### config.mk
export PLATFORM = sky130hd
export DESIGN_NAME = lpm_ctrl
export DESIGN_NICKNAME = d
export VERILOG_FILES = /design/src/rtl/lpm_pkg.sv /design/src/rtl/lpm_ctrl.sv
export VERILOG_INCLUDE_DIRS = /design/src /design/src/rtl
export SDC_FILE = /design/constraint.sdc
export NUM_CORES = 1
export LEC_CHECK = 0
export ABC_AREA = 1
export BUFFER_PORTS_ARGS = -buffer_cell sky130_fd_sc_hd__buf_2
export CAP_MARGIN = 20
export CORE_ASPECT_RATIO = 2
export CORE_MARGIN = 5
export CORE_UTILIZATION = 30
export DETAILED_ROUTE_END_ITERATION = 12
export PLACE_DENSITY_LB_ADDON = 0.1
export SLEW_MARGIN = 20
export SYNTH_ARGS = -nofsm -noshare
export SYNTH_HDL_FRONTEND = slang
export SYNTH_SLANG_ARGS = --single-unit
### constraint.sdc
create_clock -name clk_sys -period 3.5 [get_ports clk_sys]
set_input_delay 0.525 -clock clk_sys [delete_from_list [all_inputs] [get_ports clk_sys]]
set_output_delay 0.525 -clock clk_sys [all_outputs]
set_load 0.02 [all_outputs]
### src/rtl/lpm_cfg.svh
// Offsets, field positions, reset values and reset vector pair of the mode block
`ifndef LPM_CFG_SVH
`define LPM_CFG_SVH
// Register byte offsets
`define LPM_OFF_CTRL 8'h00
`define LPM_OFF_OPTS 8'h04
`define LPM_OFF_GATE1 8'h08
`define LPM_OFF_GATE2 8'h0C
`define LPM_OFF_STAT 8'h10
`define LPM_OFF_VECT 8'h14
// Control register fields
`define LPM_CTRL_LPRREQ 0
`define LPM_CTRL_PPDSEL 1
`define LPM_CTRL_PPDEN 2
`define LPM_CTRL_LVDEN 3
`define LPM_CTRL_LVDSTEN 4
// Option register fields
`define LPM_OPT_STOPEN 0
`define LPM_OPT_DBGEN 1
`define LPM_OPT_IRCEN 2
`define LPM_OPT_IRSTEN 3
`define LPM_OPT_ADCASYNC 4
// Reset values
`define LPM_CTRL_RST 5'h18
`define LPM_OPTS_RST 5'h00
`define LPM_GATE_RST 8'hFF
// Reset vector pair
`define LPM_VEC_HI 16'hFFFE
`define LPM_VEC_LO 16'hFFFF
`endif

### src/rtl/lpm_pkg.sv
// Types shared by the mode controller
package lpm_pkg;
  typedef enum logic [2:0] {
    LPM_RUN    = 3'b000,
    LPM_LOW_POWER_RUN_MODE  = 3'b001,
    LPM_WAIT   = 3'b010,
    LPM_LOW_POWER_WAIT_MODE = 3'b011,
    LPM_LSTOP  = 3'b100,
    LPM_DSTOP  = 3'b101,
    LPM_HOLD   = 3'b110
  } lpm_mode_t;

  typedef enum logic [1:0] {
    LPM_SEL_ILLEGAL = 2'b00,
    LPM_SEL_LIGHT   = 2'b01,
    LPM_SEL_DEEP    = 2'b10
  } lpm_stop_sel_t;
endpackage : lpm_pkg

### src/rtl/lpm_ctrl.sv
// Low power mode controller with AXI4-Lite register slave
`timescale 1ns/1ps
`include "lpm_cfg.svh"

// Summary of operation
// RULE1 - Both select pins high enter run after reset
// RULE2 - Fetch starts from vector pair at top
// RULE3 - Low-power run puts regulator in standby
// RULE4 - Cleared gate bit stops peripheral clock
// RULE5 - Software uses low-power clock, slow bus
// RULE6 - Flash program/erase refused in low-power modes
// RULE7 - Software clocks time-of-day from low clock
// RULE8 - Interrupt or reset ends run/wait low modes
// RULE9 - Wait stops CPU clock, peripherals run
// RULE10 - Wait entry clears interrupt mask bit
// RULE11 - Interrupt wake resumes through stacking sequence
// RULE12 - Wait in low-power run enters low-power wait
// RULE13 - Stop disabled gives illegal-opcode reset; code gives it only from run, stop is ignored in low-power run
// RULE14 - Debug enabled gives light stop, debug alive
// RULE15 - Both detect bits give light stop, regulator
// RULE16 - Otherwise select bit picks light or deep
// RULE17 - Deep stop latches pins, keeps RAM only
// RULE18 - Deep stop left by reset pin, IRQ
// RULE19 - Light stop retains registers, RAM, pins
// RULE20 - Light stop left on listed interrupts
// RULE21 - Reference clock stays on if both enabled
// RULE22 - Converter runs if async clock, detect on
// RULE23 - Software requests low-power run by bit
// RULE24 - Software sets both power-down bits first
// RULE25 - Clock generator resumes prior state after stop
// RULE26 - Mode changes only on instruction, wake, reset
module lpm_ctrl (
  // Clock and reset
  input wire logic clk_sys,
  input wire logic rst,
  // Pins from outside
  input wire logic background_mode_select_pin,
  input wire logic loader_select_pin,
  input wire logic irq_pin,
  // Core events
  input wire logic wait_exec,
  input wire logic stop_exec,
  input wire logic flash_cmd_req,
  input wire logic [7:0] wake_irq,
  // Core controls
  output logic cpu_clk_en,
  output logic cpu_run,
  output logic clear_int_mask,
  output logic stack_on_wake,
  output logic illegal_op_reset,
  output logic [15:0] fetch_vector,
  output logic flash_cmd_refused,
  // System controls
  output logic reg_standby,
  output logic periph_slow,
  output logic [15:0] periph_clk_en,
  output logic pin_latch,
  output logic core_power_off,
  output logic debug_alive,
  output logic ref_clk_on,
  output logic adc_on,
  output logic clk_gen_stopped,
  // AXI4-Lite slave
  input wire logic [7:0] s_axi_awaddr,
  input wire logic s_axi_awvalid,
  output logic s_axi_awready,
  input wire logic [31:0] s_axi_wdata,
  input wire logic [3:0] s_axi_wstrb,
  input wire logic s_axi_wvalid,
  output logic s_axi_wready,
  output logic [1:0] s_axi_bresp,
  output logic s_axi_bvalid,
  input wire logic s_axi_bready,
  input wire logic [7:0] s_axi_araddr,
  input wire logic s_axi_arvalid,
  output logic s_axi_arready,
  output logic [31:0] s_axi_rdata,
  output logic [1:0] s_axi_rresp,
  output logic s_axi_rvalid,
  input wire logic s_axi_rready
);

  lpm_pkg::lpm_mode_t mode, next_mode;
  logic [4:0] ctrl, opts;
  logic [7:0] gate1, gate2, aw_addr;
  logic [2:0] bms_sync, lsel_sync;
  logic [1:0] irq_sync;
  logic [31:0] w_data;
  logic [3:0] w_strb;
  logic boot_pending, aw_held, w_held, wr_fire, wake_any, low_mode;
  lpm_pkg::lpm_stop_sel_t stop_sel;

  // Stop depth decode from option and control bits
  function automatic lpm_pkg::lpm_stop_sel_t sel_stop(
    input logic [4:0] o,
    input logic [4:0] c
  );
    if (!o[`LPM_OPT_STOPEN]) begin
      sel_stop = lpm_pkg::LPM_SEL_ILLEGAL; // RULE13
    end else if (o[`LPM_OPT_DBGEN]) begin
      sel_stop = lpm_pkg::LPM_SEL_LIGHT; // RULE14
    end else if (c[`LPM_CTRL_LVDEN] && c[`LPM_CTRL_LVDSTEN]) begin
      sel_stop = lpm_pkg::LPM_SEL_LIGHT; // RULE15
    end else if (c[`LPM_CTRL_PPDSEL]) begin
      sel_stop = lpm_pkg::LPM_SEL_DEEP; // RULE16
    end else begin
      sel_stop = lpm_pkg::LPM_SEL_LIGHT; // RULE16
    end
  endfunction : sel_stop

  assign stop_sel = sel_stop(opts, ctrl);
  assign wake_any = |wake_irq;
  assign low_mode = (mode == lpm_pkg::LPM_LOW_POWER_RUN_MODE) ||
                    (mode == lpm_pkg::LPM_LOW_POWER_WAIT_MODE);
  assign wr_fire = aw_held && w_held && !s_axi_bvalid;

  // Pin synchronisers; third stage lets the strap be caught after release
  always_ff @(posedge clk_sys or posedge rst) begin
    if (rst) begin
      bms_sync <= 3'h0;
      lsel_sync <= 3'h0;
      irq_sync <= 2'h0;
    end else begin
      bms_sync <= {bms_sync[1:0], background_mode_select_pin};
      lsel_sync <= {lsel_sync[1:0], loader_select_pin};
      irq_sync <= {irq_sync[0], irq_pin};
    end
  end

  // Boot waits until straps have passed the synchroniser
  always_ff @(posedge clk_sys or posedge rst) begin
    if (rst) begin
      boot_pending <= 1'b1;
    end else if (next_mode == lpm_pkg::LPM_RUN) begin
      boot_pending <= 1'b0;
    end
  end

  // Mode transitions
  always_comb begin
    next_mode = mode;
    unique case (mode)
      lpm_pkg::LPM_HOLD: begin
        if (bms_sync[2] && lsel_sync[2]) begin
          next_mode = lpm_pkg::LPM_RUN; // RULE1
        end
      end
      lpm_pkg::LPM_RUN: begin
        if (stop_exec && stop_sel == lpm_pkg::LPM_SEL_DEEP) begin
          next_mode = lpm_pkg::LPM_DSTOP; // RULE16
        end else if (stop_exec && stop_sel == lpm_pkg::LPM_SEL_LIGHT) begin
          next_mode = lpm_pkg::LPM_LSTOP;
        end else if (wait_exec) begin
          next_mode = lpm_pkg::LPM_WAIT; // RULE9
        end else if (ctrl[`LPM_CTRL_LPRREQ]) begin
          next_mode = lpm_pkg::LPM_LOW_POWER_RUN_MODE;
        end
      end
      lpm_pkg::LPM_LOW_POWER_RUN_MODE: begin
        if (wait_exec) begin
          next_mode = lpm_pkg::LPM_LOW_POWER_WAIT_MODE; // RULE12
        end else if (wake_any || !ctrl[`LPM_CTRL_LPRREQ]) begin
          next_mode = lpm_pkg::LPM_RUN; // RULE8
        end
      end
      lpm_pkg::LPM_WAIT, lpm_pkg::LPM_LOW_POWER_WAIT_MODE: begin
        if (wake_any) begin
          next_mode = lpm_pkg::LPM_RUN; // RULE8
        end
      end
      lpm_pkg::LPM_LSTOP: begin
        if (wake_any || irq_sync[1]) begin
          next_mode = lpm_pkg::LPM_RUN; // RULE20
        end
      end
      lpm_pkg::LPM_DSTOP: begin
        if (irq_sync[1]) begin
          next_mode = lpm_pkg::LPM_RUN; // RULE18
        end
      end
      default: begin
        next_mode = lpm_pkg::LPM_HOLD;
      end
    endcase
  end

  // Mode register; reset pin arrives on rst, illegal-opcode reset on illegal_op_reset
  always_ff @(posedge clk_sys or posedge rst) begin
    if (rst) begin
      mode <= lpm_pkg::LPM_HOLD;
    end else if (illegal_op_reset) begin
      mode <= lpm_pkg::LPM_HOLD; // RULE13
    end else begin
      mode <= next_mode; // RULE26
    end
  end

  // Core-facing pulses and levels
  always_ff @(posedge clk_sys or posedge rst) begin
    if (rst) begin
      cpu_clk_en <= 1'b0;
      cpu_run <= 1'b0;
      clear_int_mask <= 1'b0;
      stack_on_wake <= 1'b0;
      illegal_op_reset <= 1'b0;
      fetch_vector <= 16'h0000;
    end else begin
      cpu_run <= (next_mode == lpm_pkg::LPM_RUN) ||
                 (next_mode == lpm_pkg::LPM_LOW_POWER_RUN_MODE);
      cpu_clk_en <= (next_mode == lpm_pkg::LPM_RUN) ||
                    (next_mode == lpm_pkg::LPM_LOW_POWER_RUN_MODE); // RULE9
      clear_int_mask <= wait_exec && (mode == lpm_pkg::LPM_RUN ||
                        mode == lpm_pkg::LPM_LOW_POWER_RUN_MODE); // RULE10
      // Wake from wait goes through stacking, never plain resume
      stack_on_wake <= (mode == lpm_pkg::LPM_WAIT ||
                        mode == lpm_pkg::LPM_LOW_POWER_WAIT_MODE) && wake_any; // RULE11
      illegal_op_reset <= stop_exec && mode == lpm_pkg::LPM_RUN &&
                          stop_sel == lpm_pkg::LPM_SEL_ILLEGAL; // RULE13
      if (mode == lpm_pkg::LPM_HOLD) begin
        fetch_vector <= `LPM_VEC_HI; // RULE2
      end
    end
  end

  // Refusal of flash commands in low-power modes
  always_ff @(posedge clk_sys or posedge rst) begin
    if (rst) begin
      flash_cmd_refused <= 1'b0;
    end else begin
      flash_cmd_refused <= flash_cmd_req && low_mode; // RULE6
    end
  end

  // Power, clock and retention controls
  always_ff @(posedge clk_sys or posedge rst) begin
    if (rst) begin
      reg_standby <= 1'b0;
      periph_slow <= 1'b0;
      pin_latch <= 1'b0;
      core_power_off <= 1'b0;
      debug_alive <= 1'b0;
      ref_clk_on <= 1'b1;
      adc_on <= 1'b1;
      clk_gen_stopped <= 1'b0;
      periph_clk_en <= 16'h0000;
    end else begin
      reg_standby <= (next_mode == lpm_pkg::LPM_LOW_POWER_RUN_MODE) ||
                     (next_mode == lpm_pkg::LPM_LOW_POWER_WAIT_MODE) ||
                     (next_mode == lpm_pkg::LPM_LSTOP &&
                      !(ctrl[`LPM_CTRL_LVDEN] &&
                        ctrl[`LPM_CTRL_LVDSTEN])); // RULE3 RULE15
      periph_slow <= (next_mode == lpm_pkg::LPM_LOW_POWER_WAIT_MODE); // RULE12
      pin_latch <= (next_mode == lpm_pkg::LPM_DSTOP) ||
                   (next_mode == lpm_pkg::LPM_LSTOP); // RULE17 RULE19
      core_power_off <= (next_mode == lpm_pkg::LPM_DSTOP); // RULE17
      debug_alive <= opts[`LPM_OPT_DBGEN] &&
                     next_mode != lpm_pkg::LPM_DSTOP; // RULE14
      // Stop freezes the generator; its settings are kept so exit resumes
      clk_gen_stopped <= (next_mode == lpm_pkg::LPM_LSTOP) ||
                         (next_mode == lpm_pkg::LPM_DSTOP); // RULE25
      if (next_mode == lpm_pkg::LPM_LSTOP) begin
        ref_clk_on <= opts[`LPM_OPT_IRCEN] && opts[`LPM_OPT_IRSTEN]; // RULE21
        adc_on <= opts[`LPM_OPT_ADCASYNC] && ctrl[`LPM_CTRL_LVDEN]; // RULE22
      end else begin
        ref_clk_on <= next_mode != lpm_pkg::LPM_DSTOP;
        adc_on <= next_mode != lpm_pkg::LPM_DSTOP;
      end
      // Codes 0 to 3 are the clocked modes; stop and hold gate everything
      periph_clk_en <= next_mode[2] ? 16'h0000 : {gate2, gate1}; // RULE4
    end
  end

  // Write channel capture; address and data in either order
  always_ff @(posedge clk_sys or posedge rst) begin
    if (rst) begin
      aw_held <= 1'b0;
      w_held <= 1'b0;
      aw_addr <= 8'h00;
      w_data <= 32'h0000_0000;
      w_strb <= 4'h0;
      s_axi_bvalid <= 1'b0;
      s_axi_bresp <= 2'h0;
    end else begin
      if (s_axi_awvalid && s_axi_awready) begin
        aw_held <= 1'b1;
        aw_addr <= s_axi_awaddr;
      end
      if (s_axi_wvalid && s_axi_wready) begin
        w_held <= 1'b1;
        w_data <= s_axi_wdata;
        w_strb <= s_axi_wstrb;
      end
      if (wr_fire) begin
        aw_held <= 1'b0;
        w_held <= 1'b0;
        s_axi_bvalid <= 1'b1;
        s_axi_bresp <= (aw_addr <= `LPM_OFF_GATE2 && aw_addr[1:0] == 2'h0)
                       ? 2'h0 : 2'h2;
      end else if (s_axi_bvalid && s_axi_bready) begin
        s_axi_bvalid <= 1'b0;
      end
    end
  end

  always_ff @(posedge clk_sys or posedge rst) begin
    if (rst) begin
      s_axi_awready <= 1'b0;
      s_axi_wready <= 1'b0;
    end else begin
      s_axi_awready <= !aw_held && !(s_axi_awvalid && s_axi_awready) &&
                       !s_axi_bvalid;
      s_axi_wready <= !w_held && !(s_axi_wvalid && s_axi_wready) &&
                      !s_axi_bvalid;
    end
  end

  // Register writes; gating bits default on so peripherals start clocked
  always_ff @(posedge clk_sys or posedge rst) begin
    if (rst) begin
      ctrl <= `LPM_CTRL_RST;
      opts <= `LPM_OPTS_RST;
      gate1 <= `LPM_GATE_RST;
      gate2 <= `LPM_GATE_RST;
    end else begin
      if (wr_fire && aw_addr == `LPM_OFF_CTRL) begin
        ctrl <= w_strb[0] ? w_data[4:0] : ctrl;
      end else if (low_mode && wake_any) begin
        ctrl[`LPM_CTRL_LPRREQ] <= 1'b0; // RULE8
      end
      if (wr_fire && aw_addr == `LPM_OFF_OPTS) begin
        opts <= w_strb[0] ? w_data[4:0] : opts;
      end
      if (wr_fire && aw_addr == `LPM_OFF_GATE1) begin
        gate1 <= w_strb[0] ? w_data[7:0] : gate1; // RULE4
      end
      if (wr_fire && aw_addr == `LPM_OFF_GATE2) begin
        gate2 <= w_strb[0] ? w_data[7:0] : gate2; // RULE4
      end
    end
  end

  // Read channel, one cycle after address taken
  always_ff @(posedge clk_sys or posedge rst) begin
    if (rst) begin
      s_axi_arready <= 1'b0;
      s_axi_rvalid <= 1'b0;
      s_axi_rdata <= 32'h0000_0000;
      s_axi_rresp <= 2'h0;
    end else begin
      s_axi_arready <= !s_axi_rvalid && !(s_axi_arvalid && s_axi_arready);
      if (s_axi_arvalid && s_axi_arready) begin
        s_axi_rvalid <= 1'b1;
        s_axi_rresp <= 2'h0;
        unique case (s_axi_araddr)
          `LPM_OFF_CTRL: s_axi_rdata <= {27'h0, ctrl};
          `LPM_OFF_OPTS: s_axi_rdata <= {27'h0, opts};
          `LPM_OFF_GATE1: s_axi_rdata <= {24'h0, gate1};
          `LPM_OFF_GATE2: s_axi_rdata <= {24'h0, gate2};
          `LPM_OFF_STAT: s_axi_rdata <= {28'h0, boot_pending, mode};
          `LPM_OFF_VECT: s_axi_rdata <= {`LPM_VEC_HI, `LPM_VEC_LO};
          default: begin
            s_axi_rdata <= 32'h0000_0000;
            s_axi_rresp <= 2'h2;
          end
        endcase
      end else if (s_axi_rvalid && s_axi_rready) begin
        s_axi_rvalid <= 1'b0;
      end
    end
  end
endmodule : lpm_ctrl

==> metrics.txt <==
clock sinks 102; FMAX 543 MHz; hold buffer count at cts 0; Worst setup SP type flip-flop; largest family of logic cells by synthesized area simple AND/OR/NAND/NOR gates; most frequent cells in the layout 131 x nand2_1, 128 x buf_2, 79 x dfrtp_1; maxcap violations 0; RePlAce Congestion 0.854; first drt pass iteration count 4; Final TNS setup 0 ps; post-synthesis sequential area ratio 0.547; Final Power 3.77 mW; Routed Antenna Nets 0; Worst Path Arrival 2070 ps; io pins 160; clk_skew 13.2 ps; FF+latch area 0.00258 mm²; drt wl/cell 12.9 µm; CP dominant cell by count nand2_1; Synth Area in XOR/XNOR 0; largest net degree at the start of global routing 56; placed instance count 804; P per Cell Area 675 mW/mm²; vias 3396; synthesized-area fraction occupied by adder cells 0; Data required, critical path 3730 ps; endpoint class of the critical path flip-flop; critical path type reg -> reg; synth-to-layout area growth 18.6%; minimum clock period 1840 ps; multi-input logic area 0.00154 mm²; H-tree Lvls 3; slowest cell on the critical path dfstp_2; first-pass GRT wire length 17900 µm; Synth cell types 32; Max VDD drop 330 µV; antenna cells 0; Max-slew headroom 0.541; syn avg cell area 9.07 µm²; Yosys top cell by area dfrtp_1; Post-Syn Instances 520; Post-DP HPWL 8160 µm; routed wl met2 5390 µm; Clk pin slew, worst setup/hold paths 80 ps; PortBufs 128; slew of the pin with the lowest slew margin 688 ps; CTS tree yes; final core occ 0.358; vias in the first global route 3510; most common cell after layout, fill and taps aside nand2_1; Slew Viols, Final 0; crit path max fanout 18; Tcrit/Tclk final 0.526; crit path cell chain inv_2 -> nand2_2 -> nor3_4 -> inv_2 -> nand4_4 -> nand2_1 -> inv_1 -> nand2_1 -> nand2_1; complex-gate fraction of the synthesized area 0.0766; die area 0.0185 mm²; DRC Markers 0; Die X-Extent 98.7 µm; multiplexer share of the synthesized area 0; Area contributors post-synth dfrtp_1 42%, dfstp_2 13%, nand2_1 10%, buf_4 6.7%, inv_1 4.0%; Die H 187 µm; Final Setup Violations 0; crit-path max cell delay 600 ps; synthesis-stage register bit count 102; worst min path class in -> reg; Clock Root Buffer clkbuf_16; vias per cell 4.14; top-area cell type share of the netlist area 0.419; Post-Route WL 10600 µm; Ys Warns 0; post-route insts no fill 820; initial antenna violation count 0; Fill cells 1696; CTS buffer count 9; M1 wire length 4620 µm; leakage 2.81 nW; NumNets Final 687; initial drt markers 115; total track usage 0.120; status finished, final reports clean; layout cells sized above 1 0.354; highest metal used met4; worst hold slack 283 ps; RSZ-0062 raised after global routing false; number of instances resized during post-cts repair 0; Final Hold Violating Endpoints 0; Worst-Skew Late Latency 350 ps; Initial Util 0.302; Post-Synth Simple-Gate Area 0.247; Setup Buffers After CTS 0; met3 wire length 479 µm; GRT overflow 0; Core Box Area 0.0156 mm²; # rows 65; Mapped Area 0.00472 mm²; Clock Tree Buf Depth 2
==> worst paths after layout <==
| kind | startpoint | endpoint | slack, ps | cells past startpoint |
|---|---|---|---|---|
| worst max-delay path | mode[1] | reg_standby | 1660 | 9 |
| worst min-delay path | loader_select_pin | lsel_sync[0] | 280 | 1 |
| worst max register to register | mode[1] | reg_standby | 1660 | 9 |
| worst min register to register | lsel_sync[1] | lsel_sync[2] | 350 | 0 |
| max in group asynchronous | rst | gate2[4] | 2450 | 3 |
| min in group asynchronous | rst | flash_cmd_refused | 290 | 2 |
==> where the power goes <==
group	internal (mW)	total [mW]	switching [mW]
Clock	0.573	1.05	0.475
Sequential	1.49	1.66	0.166
Combinational	0.320	1.07	0.751
==> cells by family (layout without fill, tap and decap cells) <==
group / count (synthesis) / count (layout)
and+or+nand+nor: 236 / 236
buffers and inverters: 114 / 210
DFF: 102 / 102
AOI/OAI and AO/OA: 67 / 67
other: 1 / 4
==> synthesized netlist by cell type <==
cell type / instances
clkbuf_1: 3
o21bai_1: 1
o21ai_0: 18
conb_1: 1
a21oi_1: 7
nand4_4: 1
inv_1: 50
nand3_2: 3
nand2_1: 131
o21ai_1: 36
nand4_1: 2
nor4_2: 2
nor2_1: 34
nor2_4: 13
nor3_4: 3
inv_2: 13
nand3_1: 24
dfrtp_1: 79
a21boi_2: 1
o22ai_1: 2
buf_4: 42
clkinv_1: 2
buf_12: 1
dfstp_2: 23
nor3_2: 3
buf_2: 3
nor3_1: 10
nand2_2: 6
nor4_1: 1
a31o_2: 1
o21ai_4: 1
nor2_2: 3
==> per-stage QoR <==
| step | setup slack [ps] | area [µm²] |
|---|---|---|
| floorplan | 338 | 4730 |
| global placement | 1570 | 5280 |
| detailed placement | 1560 | 5280 |
| CTS | 1630 | 5600 |
| global route | 1480 | 5600 |
| finish | 1660 | 5600 |
==> critical path, delay by kind of cell, from the launching register on <==
family	cells	cell delay [ps]
and+or+nand+nor	6	870
DFF	1	600
buffers and inverters	3	250
==> state kept, by name, summed over array words and instances, names as in the netlist, 5 cells and up <==
signal         count
periph_clk_en     16
gate2              8
w_data             8
gate1              8
opts               5
s_axi_rdata        9
ctrl               5
aw_addr            8
==> metal layers <==
| layer | vias up | global-route usage |
|---|---|---|
| li1 | 1781 | - |
| met5 | - | 0 |
| met1 | 1527 | 0.150 |
| met2 | 83 | 0.208 |
| met3 | 5 | 0.0287 |
| met4 | 0 | 0.0300 |
==> layout make-up <==
class,instances,share of cell area
clock inverter,7,0.0157
inverter,65,0.0441
sequential,102,0.461
tap,201,0.0449
clock buffer,9,0.0403
multi-input combinational,307,0.276
timing repair buffer,129,0.118
Note: power is estimated with default switching activity, not from simulation.
